$ cat src/design/ddrb_defs.svh
// Constants for the two-word burst double-rate SRAM port
`ifndef DDRB_DEFS_SVH
`define DDRB_DEFS_SVH

`define DDRB_WORD_W        18
`define DDRB_BYTE_W        9
`define DDRB_BYTES         2
`define DDRB_ADDR_W        4
`define DDRB_DEPTH         16
`define DDRB_PIPE_W        5
`define DDRB_LAT_PLL_HALF  3'h5
`define DDRB_LAT_BYP_HALF  3'h2

`endif

$ cat src/design/ddrb_pkg.sv
// Types shared by the SRAM port and its storage array
`include "ddrb_defs.svh"

package ddrb_pkg;
    typedef logic [`DDRB_WORD_W-1:0]   ddrb_word_t;
    typedef logic [2*`DDRB_WORD_W-1:0] ddrb_line_t;
    typedef logic [`DDRB_ADDR_W-1:0]   ddrb_addr_t;
    typedef logic [`DDRB_BYTES-1:0]    ddrb_be_t;
    typedef logic [2*`DDRB_BYTES-1:0]  ddrb_lbe_t;

    typedef enum logic [1:0] {
        DDRB_OUT_IDLE  = 2'b00,
        DDRB_OUT_WORD0 = 2'b01,
        DDRB_OUT_WORD1 = 2'b10
    } ddrb_out_e;
endpackage

$ cat src/design/ddrb_arr_if.sv
// Write and read channel between the port logic and the storage array
`timescale 1ns/100ps
`default_nettype none

interface ddrb_arr_if;
    import ddrb_pkg::*;
    logic       wr_en;
    ddrb_addr_t wr_addr;
    ddrb_line_t wr_data;
    ddrb_lbe_t  wr_be;
    ddrb_addr_t rd_addr;
    ddrb_line_t rd_data;

    modport ctl (output wr_en, output wr_addr, output wr_data, output wr_be,
                 output rd_addr, input rd_data);
    modport mem (input wr_en, input wr_addr, input wr_data, input wr_be,
                 input rd_addr, output rd_data);
endinterface

`default_nettype wire

$ cat src/design/ddrb_port.sv
// Double-rate SRAM port: command decode, write capture, read pipeline, echo
//
// Overview of operation
// - Address taken on positive clock rise; one burst
// - Write words taken on positive then negative rise
// - Read words driven on both clock rises
// - Two words per location, sequential burst order
// - PLL enabled: read latency two and half
// - PLL disabled: read latency one cycle
// - Read-valid flag leads read data by half a cycle
// - Complementary echo clocks aligned to read data
// - Shared data pins; never both drive
// - Inputs synchronised on clk, taken at input clock rises
// - Data outputs launched from output flip-flops
// - Array write self-timed after burst captured
// - Only rising edges of input clocks matter
// - Byte selects masked per data word
`timescale 1ns/100ps
`default_nettype none

module ddrb_port
    import ddrb_pkg::*;
(
    input  wire logic                    clk,
    input  wire logic                    srst,
    input  wire logic                    ce,
    input  wire logic                    k,
    input  wire logic                    k_n,
    input  wire logic                    load_n,
    input  wire logic                    rd_wr,
    input  wire logic [`DDRB_ADDR_W-1:0] addr,
    input  wire logic [`DDRB_WORD_W-1:0] dq_in,
    output var  logic [`DDRB_WORD_W-1:0] dq_out,
    output var  logic                    dq_oe,
    input  wire logic [`DDRB_BYTES-1:0]  byte_write_sel_n,
    input  wire logic                    pll_off_n,
    output var  logic                    echo_clock,
    output var  logic                    echo_clock_n,
    output var  logic                    read_valid_flag
);
    localparam int SW = 5 + `DDRB_ADDR_W + `DDRB_WORD_W + `DDRB_BYTES;

    function automatic logic rose(input logic cur, input logic prev);
        return cur & ~prev;
    endfunction

    ddrb_arr_if arr ();

    logic [SW-1:0] pin_s1_q;
    logic [SW-1:0] pin_s2_q;
    logic          k_s;
    logic          kn_s;
    logic          load_n_s;
    logic          rd_wr_s;
    logic          pll_on_s;
    ddrb_addr_t    addr_s;
    ddrb_word_t    dq_s;
    ddrb_be_t      bws_n_s;
    logic          k_prev_q;
    logic          kn_prev_q;
    logic          k_rise;
    logic          kn_rise;
    logic          hedge;
    logic          cmd_rd;
    logic          cmd_wr;
    logic [2:0]    ins_idx;
    logic [`DDRB_PIPE_W-1:0] rdv_q;
    ddrb_addr_t    rda_q [`DDRB_PIPE_W];
    ddrb_out_e     out_state_q;
    ddrb_word_t    word1_q;
    logic          wr_pend_q;
    ddrb_addr_t    wr_addr_q;
    logic          wb_act_q;
    ddrb_addr_t    wb_addr_q;
    ddrb_word_t    w0_q;
    ddrb_be_t      be0_q;
    logic          wr_en_q;
    ddrb_addr_t    wr_line_addr_q;
    ddrb_line_t    wr_data_q;
    ddrb_lbe_t     wr_be_q;

    // Two-stage synchroniser on every pin; second stage alone feeds logic
    always_ff @(posedge clk)
    begin
        if (srst)
        begin
            pin_s1_q <= '0;
            pin_s2_q <= '0;
        end
        else if (ce)
        begin
            pin_s1_q <= {k, k_n, load_n, rd_wr, pll_off_n, addr, dq_in,
                         byte_write_sel_n};
            pin_s2_q <= pin_s1_q;
        end
    end

    assign {k_s, kn_s, load_n_s, rd_wr_s, pll_on_s, addr_s, dq_s, bws_n_s} = pin_s2_q;

    // Edge memory for both input clocks
    always_ff @(posedge clk)
    begin
        if (srst)
        begin
            k_prev_q  <= 1'b0;
            kn_prev_q <= 1'b0;
        end
        else if (ce)
        begin
            k_prev_q  <= k_s;
            kn_prev_q <= kn_s;
        end
    end

    assign k_rise  = rose(k_s, k_prev_q);
    assign kn_rise = rose(kn_s, kn_prev_q);
    assign hedge   = k_rise | kn_rise;

    // decode only from registered inputs at a clock rise
    assign cmd_rd  = k_rise & ~load_n_s & rd_wr_s;
    assign cmd_wr  = k_rise & ~load_n_s & ~rd_wr_s;
    // latency chosen per command; mode change mid-stream is not smoothed
    assign ins_idx = pll_on_s ? `DDRB_LAT_PLL_HALF - 3'h1 : `DDRB_LAT_BYP_HALF - 3'h1;

    // each read command enters the half-cycle pipeline once
    always_ff @(posedge clk)
    begin
        if (srst)
        begin
            rdv_q <= '0;
        end
        else if (ce && hedge)
        begin
            for (int i = 0; i < `DDRB_PIPE_W - 1; i++)
            begin
                rdv_q[i] <= rdv_q[i+1];
                rda_q[i] <= rda_q[i+1];
            end
            rdv_q[`DDRB_PIPE_W-1] <= 1'b0;
            if (cmd_rd)
            begin
                rdv_q[ins_idx] <= 1'b1;
                rda_q[ins_idx] <= addr_s;
            end
        end
    end

    // Array is read at launch time, so a just-written line is current
    assign arr.rd_addr = rda_q[0];

    // word 0 then word 1 on successive rises of either clock
    // pins driven straight from these flops
    always_ff @(posedge clk)
    begin
        if (srst)
        begin
            out_state_q <= DDRB_OUT_IDLE;
            dq_out      <= '0;
            dq_oe       <= 1'b0;
            word1_q     <= '0;
        end
        else if (ce && hedge)
        begin
            if (rdv_q[0])
            begin
                // low half of the line goes first
                dq_out      <= arr.rd_data[`DDRB_WORD_W-1:0];
                word1_q     <= arr.rd_data[2*`DDRB_WORD_W-1:`DDRB_WORD_W];
                dq_oe       <= 1'b1;
                out_state_q <= DDRB_OUT_WORD0;
            end
            else
            begin
                case (out_state_q)
                    DDRB_OUT_WORD0:
                    begin
                        dq_out      <= word1_q;
                        dq_oe       <= 1'b1;
                        out_state_q <= DDRB_OUT_WORD1;
                    end
                    default:
                    begin
                        // release the shared pins once the burst ends
                        dq_oe       <= 1'b0;
                        out_state_q <= DDRB_OUT_IDLE;
                    end
                endcase
            end
        end
    end

    // flag rises half a cycle ahead of word 0
    always_ff @(posedge clk)
    begin
        if (srst)
            read_valid_flag <= 1'b0;
        else if (ce && hedge)
            read_valid_flag <= rdv_q[1] | rdv_q[0];
    end

    // free-running echoes, same register delay as the data pins
    always_ff @(posedge clk)
    begin
        if (srst)
        begin
            echo_clock   <= 1'b0;
            echo_clock_n <= 1'b0;
        end
        else if (ce)
        begin
            echo_clock   <= k_s;
            echo_clock_n <= kn_s;
        end
    end

    // word 0 on the positive rise after the write command
    always_ff @(posedge clk)
    begin
        if (srst)
        begin
            wr_pend_q <= 1'b0;
            wb_act_q  <= 1'b0;
            wr_addr_q <= '0;
            wb_addr_q <= '0;
            w0_q      <= '0;
            be0_q     <= '0;
        end
        else if (ce)
        begin
            if (k_rise)
            begin
                wr_pend_q <= cmd_wr;
                if (cmd_wr)
                    wr_addr_q <= addr_s;
                if (wr_pend_q)
                begin
                    wb_act_q  <= 1'b1;
                    wb_addr_q <= wr_addr_q;
                    w0_q      <= dq_s;
                    be0_q     <= ~bws_n_s;  // selects ride with word 0
                end
            end
            else if (kn_rise && wb_act_q)
                wb_act_q <= 1'b0;
        end
    end

    // one internal write pulse once word 1 lands, host times nothing
    always_ff @(posedge clk)
    begin
        if (srst)
        begin
            wr_en_q        <= 1'b0;
            wr_line_addr_q <= '0;
            wr_data_q      <= '0;
            wr_be_q        <= '0;
        end
        else if (ce)
        begin
            wr_en_q <= kn_rise & wb_act_q;
            if (kn_rise && wb_act_q)
            begin
                wr_line_addr_q <= wb_addr_q;
                wr_data_q      <= {dq_s, w0_q};
                // unselected bytes keep their stored value
                wr_be_q        <= {~bws_n_s, be0_q};
            end
        end
    end

    assign arr.wr_en   = wr_en_q;
    assign arr.wr_addr = wr_line_addr_q;
    assign arr.wr_data = wr_data_q;
    assign arr.wr_be   = wr_be_q;

    ddrb_array u_array (
        .clk (clk),
        .ce  (ce),
        .arr (arr.mem)
    );
endmodule

`default_nettype wire

$ cat src/design/ddrb_array.sv
// Flip-flop storage array, two words per location, byte-maskable writes
`timescale 1ns/100ps
`default_nettype none

module ddrb_array
    import ddrb_pkg::*;
(
    input  wire logic   clk,
    input  wire logic   ce,
    ddrb_arr_if.mem     arr
);
    wire ddrb_line_t rd_line;

    // One lane per byte, each with its own storage so no flop has two writers
    for (genvar g = 0; g < 2*`DDRB_BYTES; g++)
    begin : g_lane
        logic [`DDRB_BYTE_W-1:0] lane_q [`DDRB_DEPTH];

        // Data storage needs no reset
        always_ff @(posedge clk)
        begin
            if (ce && arr.wr_en && arr.wr_be[g])
            begin
                lane_q[arr.wr_addr] <= arr.wr_data[g*`DDRB_BYTE_W +: `DDRB_BYTE_W];
            end
        end

        // Read is combinational so a launch sees the latest completed write
        assign rd_line[g*`DDRB_BYTE_W +: `DDRB_BYTE_W] = lane_q[arr.rd_addr];
    end

    assign arr.rd_data = rd_line;
endmodule

`default_nettype wire

$ cat config.mk
export PLATFORM = sky130hd
export DESIGN_NAME = ddrb_port
export DESIGN_NICKNAME = d
export VERILOG_FILES = /design/src/design/ddrb_pkg.sv /design/src/design/ddrb_arr_if.sv /design/src/design/ddrb_port.sv /design/src/design/ddrb_array.sv
export VERILOG_INCLUDE_DIRS = /design/src /design/src/design
export SDC_FILE = /design/constraint.sdc
export NUM_CORES = 1
export LEC_CHECK = 0
export BUFFER_PORTS_ARGS = -buffer_cell sky130_fd_sc_hd__buf_2
export CORE_ASPECT_RATIO = 0.6
export CORE_UTILIZATION = 62
export CTS_CLUSTER_DIAMETER = 100
export CTS_CLUSTER_SIZE = 16
export DETAILED_ROUTE_END_ITERATION = 8
export PLACE_DENSITY_LB_ADDON = 0.15
export SYNTH_ARGS = -nofsm -noshare
export SYNTH_HDL_FRONTEND = slang
export SYNTH_SLANG_ARGS = --single-unit
$ cat constraint.sdc
create_clock -name clk -period 2.4 [get_ports clk]
set_input_delay 0.24 -clock clk [delete_from_list [all_inputs] [get_ports clk]]
set_output_delay 0.24 -clock clk [all_outputs]
set_load 0.05 [all_outputs]
### Word-level counts from Yosys, hierarchy flattened

Memory sizes are Yosys's and may differ from the RTL's. A register that Yosys moved wholly into a read port is not among the register bits.
Index checks and enable logic that the tools add are counted.

| storage, ports and cells | value |
|---|---|
| register bits | 162 |
| memory bits (writable) | 596 |
| bits of input ports | 32 |
| output and inout bits | 22 |
| logic and storage cells | 87 |
| memories kept | 5 |

Memory list:

| memory | words | width | rd ports | clocked after memory_dff | wr ports | RTL line | source |
|---|---|---|---|---|---|---|---|
| u_array.g_lane[0].lane_q | 16 | 9 | 1 | 0 | 1 | ddrb_array.sv:17 | `` logic [`DDRB_BYTE_W-1:0] lane_q [`DDRB_DEPTH]; `` |
| u_array.g_lane[1].lane_q | 16 | 9 | 1 | 0 | 1 | ddrb_array.sv:17 |  |
| u_array.g_lane[2].lane_q | 16 | 9 | 1 | 1 | 1 | ddrb_array.sv:17 |  |
| u_array.g_lane[3].lane_q | 16 | 9 | 1 | 1 | 1 | ddrb_array.sv:17 |  |
| rda_q | 5 | 4 | 5 | 0 | 5 | ddrb_port.sv:68 | `` ddrb_addr_t rda_q [`DDRB_PIPE_W]; `` |

| cells by class | value |
|---|---|
| $lt $le $gt $ge | 2 |
| eq/ne operators | 2 |
| muxes and demuxes | 28 |
| bitwise operators | 14 |
| reduce and logical (&&, ||, !) cells | 17 |

Operators with widths:

| operator | count |
|---|---|
| 18-bit two-way mux | 2 |
| 1-bit two-way mux | 21 |
| 3-bit AND reduction | 3 |
| 1-bit logical AND | 8 |
| 2-bit AND reduction | 4 |
| 1-bit bitwise AND | 6 |
| 5-bit two-way mux | 1 |
| 4-bit by 5-bit bitwise OR with 5-bit output | 1 |
| 3-bit by 4-bit less-than comparator with 1-bit output (second input constant) | 1 |
| 2-bit two-way mux | 2 |
| 1-bit inverter | 4 |
| 2-bit nonzero test | 2 |
| 1-bit demux with 3-bit select | 1 |
| 3-bit by 1-bit >= comparator with 1-bit output (second input constant) | 1 |
| 3-bit two-way mux | 1 |
| 2-bit by 1-bit equality test with 1-bit output (second input constant) | 1 |
| 2-bit by 1-bit != test with 1-bit output (second input constant) | 1 |
| 2-bit inverter | 1 |
| 1-bit bitwise OR | 2 |

### Longest topological paths before layout

| depth | value |
|---|---|
| depth after elaboration | 8 |
| mapped depth | 7 |
| gate-level depth less buffers | 4 |

### Cells and area by module

From an unflattened synthesis, not the netlist that was laid out.

| second synthesis, totals | value |
|---|---|
| cell total of the unflattened synthesis | 1704 |
| area total of the unflattened synthesis | 29095.4 sq um |

Modules (own cells, without submodules):

| module | instances | cells each | area an instance (sq um) | seq. area each (sq um) |
|---|---|---|---|---|
| ddrb_array | 1 | 973 | 21866.0 | 17296.6 |
| ddrb_port | 1 | 731 | 7229.4 | 4204.0 |

### Worst setup path after synthesis

OpenSTA, ideal clock, no wires.

| timing path | value |
|---|---|
| kind | register -> register |
| start point | reg echo_clock (netlist name) |
| end point | mem rda_q[0][0] in the netlist's numbering, enable pin |
| data arrival time | 1.723 ns |
| path slack | 0.297 ns |
| cell stages (with the launch flop) | 6 |
| path buffers | 2 |
| path through | dfxtp_1 > nor2b_1 > buf_2 > o21ai_0 > buf_2 > nor2_1 |

RTL lines:

| what | RTL line |
|---|---|
| to (decl) | ddrb_port.sv:68 |

==> results.md <==
Status:
- The run finished with clean final reports.

Synth:
- In this run, distinct cell masters in the synthesized netlist total 38.
- Synthesis inferred 776 register bits.
- The biggest area contributor in the post-synthesis netlist is edfxtp_1.
- The total number of yosys warnings is 0.
- The post-synth design cell area is 0.0292 mm².
- When the netlist entered floorplanning its net count stood at 1737.
- The most frequent cell after synthesis is edfxtp_1.
- The count of mapped cells out of synthesis is 1705.
- The number of enable flip-flop cells after synthesis is 596.
- By count the netlist is led by edfxtp_1, nand2_1, dfxtp_1, mux4_2, nor2_1.
- In the synthesized netlist the dominant register cell turns out to be edfxtp_1.
- The top cell type by area accounts for 61.2% of the synthesized area.
- The share of the Yosys chip area taken by registers is 73.6%.
- Averaged over all synthesized cells, the footprint is 17.1 µm².
- For this run, asynchronously set or reset flops after synthesis account for 0%.
- By area the synthesized netlist is led by edfxtp_1, dfxtp_1, mux4_2, mux2i_1, nand2_1.

Global routing:
- The initial antenna violation count is 0.
- The global routing met1 resource utilization is 44.7%.
- The first-pass GRT wire length is 99.1 mm.
- The busiest metal layer after global routing is met1.
- The number of global-route vias before repair is 15612.
- In the global route stage, met2 resource usage came out at 42.2%.
- The global routing met3 resource utilization is 5.01%.
- Entering global routing, the biggest net connects 82 pins.
- The total global-route track usage is 28.5%.
- Global routing finished with a remaining overflow of 0.

Pwr:
- IR analysis of the VDD net gives a maximum drop of 0.000645 V.
- Of the total power, registers draw 61.5%.
- The clock network burns 37.0% of the power.
- The internal power of the cells totals 0.0188 W.
- Summing internal, switching and leakage power gives 0.0233 W.
- The net switching power is 0.00455 W.
- Summed over all cells, the static leakage comes to 10.7 nW.
- The power density over the cells is 715 mW/mm².
- Net switching is 19.5% of the power.
- The logic gate share of total power is 1.5%.

Critical path:
- The highest cell delay on the worst timing path is 510 ps.
- STA classifies the critical path endpoint as a flip-flop.
- STA classifies the critical path startpoint as a flip-flop.
- The worst setup path is of the reg -> reg kind.
- Of all nets on the critical path, the largest fanout is 18.
- STA puts the critical path data required time at 2900 ps.
- The slowest stage of the critical path is the mux4_2 cell.
- The arrival time reported for the critical path endpoint is 2720 ps.
- The number of cell instances on the worst register-to-register path is 6.
- For flop-to-flop paths, the worst setup slack is 180 ps.
- The worst register-to-register path ends at word1_q[15].
- The reg-to-reg startpoint is rda_q[0][0].
- Traced cell by cell, the critical path runs through buf_12 -> buf_4 -> mux4_2 -> mux2i_1 -> o22ai_1 -> a31o_1.

Clocking:
- After clock tree synthesis, the clock-pin slew on the worst setup and hold paths is 80 ps.
- In this run, post-CTS hold repair placed 30 buffers.
- Once the clock tree was built, the resizer swapped 0 gates to a different size.
- The number of setup buffers added after CTS is 0.
- The total clock buffers created by CTS is 54.
- The clock tree from TritonCTS is yes.
- The H-tree was split into 2 levels.
- The number of clock sinks is 776.
- Clock latency on the worst-skew pair, taken at its later pin, is 600 ps.
- The cell at the root of the clock tree is clkbuf_16.
- The largest buffer count on any clock path is 3.

STA:
- The final critical-path share of the clock period is 92.5%.
- The post-route setup TNS is 0 ps.
- At the pin with the least slew margin, the transition time is 807 ps.
- Clock skew on the completed layout was measured at 22.2 ps.
- Setup violations remaining at the end of the flow were counted as 0.
- The worst pin sits at a relative slew slack of 46.2%.
- The final number of hold-violating endpoints is 0.
- The number of pins exceeding their max-slew limit in the final report is 0.
- Setup repair after global routing left no endpoint under its margin.
- The highest achievable clock rate is 450 MHz.
- The clock period minus worst slack is 2220 ps.

Detailed routing:
- After detailed routing, the average wire length per cell comes to 26.2 µm.
- Dividing the detail-routed via count by the number of cells gives 6.27.
- The via count is 15859.
- The final layout contains routed wiring with a total length of 66.3 mm.
- The detailed router's first-iteration violation count is 1638.
- For this run, design rule violations remaining after detail routing come to 0.
- The number of search-and-repair iterations in the first detailed-routing pass is 5.
- The remaining antenna violation count is 0.

Floorplanning:
- In this run the standard cell core region covers 0.0464 mm².
- From left edge to right edge, the die measures 282 µm.
- For this design the top-level I/O count stands at 54.
- The floorplan die height is 170 µm.
- Row generation in the floorplan step produced 61 rows.
- The die outline area is 0.0480 mm².
- The starting utilization of the core area is 63.0%.

Finish:
- Cells with a size suffix above 1 make up 20.5% of the layout.
- The count of antenna diodes in the layout is 0.
- From synthesis to final layout, the design area changed by 11.6%.
- The final layout contains 1889 nets.

Run:
- The total of max-cap violations is 0.

Worst hold path:
- The tightest min-delay check is of the in -> reg type.
- Along the worst hold path, the cell count comes to 3.
- The sink of the worst hold path is pin_s1_q[28].
- The launch instance of the worst min-delay path is ce.

Place:
- The number of buffers inserted by port buffering is 53.
- The detailed placer's ending HPWL is 42.1 mm.
- The congestion estimate from routability-driven global placement came to 0.805.
## state kept, by name (all words and copies together), names as in the netlist, 5 cells and up
signal                 count
arr.wr_data               36
dq_out                    18
pin_s1_q                  29
pin_s2_q                  29
rda_q                     20
rdv_q                      5
u_array.g_lane.lane_q    576
w0_q                      18
word1_q                   18
## how the worst max path moves through the flow
stage	depth (start not counted)	from	slack (ps)	end
2_1_floorplan	5	echo_clock	300	rda_q[0][0]
3_3_place_gp	6	rda_q[0][0]	240	dq_out[16]
3_5_place_dp	6	rda_q[0][0]	200	word1_q[15]
4_1_cts	6	rda_q[0][0]	150	word1_q[15]
5_1_grt	6	rda_q[0][0]	60	dq_out[16]
6_report	6	rda_q[0][0]	180	word1_q[15]
## area by class of cell
class,count,area [µm²]
clock buffers,98,1540
clock inverters,2,17.5
fillers,2992,13800
inverters,20,75.1
multi-input cells,809,7140
flip-flops and latches,776,21500
well taps,630,788
repair buffers,196,1550
## cell families (layout without fill, tap and decap cells)
| logic type | after synthesis | after routing | share of synthesized area (%) |
|---|---|---|---|
| AND/OR/NAND/NOR | 361 | 361 | 4.90 |
| flip-flops | 776 | 776 | 73.6 |
| buffers and inverters | 120 | 316 | 2.02 |
| multiplexers | 268 | 268 | 15.4 |
| AO/OA/AOI/OAI | 180 | 180 | 4.13 |
## critical path: cells and delay by family (launching register included)
| family | cells | cell delay, ps |
|---|---|---|
| flip-flops | 1 | 470 |
| AO/OA/AOI/OAI | 2 | 330 |
| multiplexers | 2 | 830 |
| buffers and inverters | 2 | 470 |
## power by group through the flow
| stage | clock (W) | combinational, W | sequential [W] |
|---|---|---|---|
| after floorplan | 0 | 0.000213 | 0.0146 |
| after global placement | 0 | 0.000301 | 0.0146 |
| after detailed placement | 0 | 0.000310 | 0.0146 |
| after CTS | 0.00871 | 0.000349 | 0.0143 |
| after global routing | 0.00918 | 0.000376 | 0.0143 |
| final | 0.00862 | 0.000351 | 0.0143 |
## through the flow
stage / utilization [%] / hold WS (ps) / setup WS [ps] / instances / cell area [µm²]
3_5_place_dp: 66.3 / 405 / 205 / 2401 / 30700
4_1_cts: 70.3 / 60.6 / 151 / 2531 / 32600
6_report: 70.3 / 78.2 / 179 / 2531 / 32600
3_3_place_gp: 66.3 / 401 / 238 / 2401 / 30700
5_1_grt: 70.3 / 81.1 / 55.8 / 2531 / 32600
2_1_floorplan: - / 387 / 297 / 1705 / 29200
## layout by cell type (no fill, tap or decap), drive strengths merged, types with 5 or more instances in the layout
cell         Yosys  layout
o22ai           35      35
nor2b            9       9
clkbuf          40      98
inv             20      22
a21oi           94      94
nand2          185     185
buf             60     166
a211oi           6       6
mux2             5       5
edfxtp         596     596
nor2           141     141
mux4           144     144
o2111a          17      17
dlygate4sd3      0      30
mux2i          119     119
a31o            18      18
dfxtp          180     180
nand3           13      13
## routing by layer
layer	vias to the layer above	wire length (µm)
met5	-	0
met4	0	1490
met3	97	5870
met2	725	30000
met1	8172	29000
li1	6865	-
(Power assumes the default switching activity.)
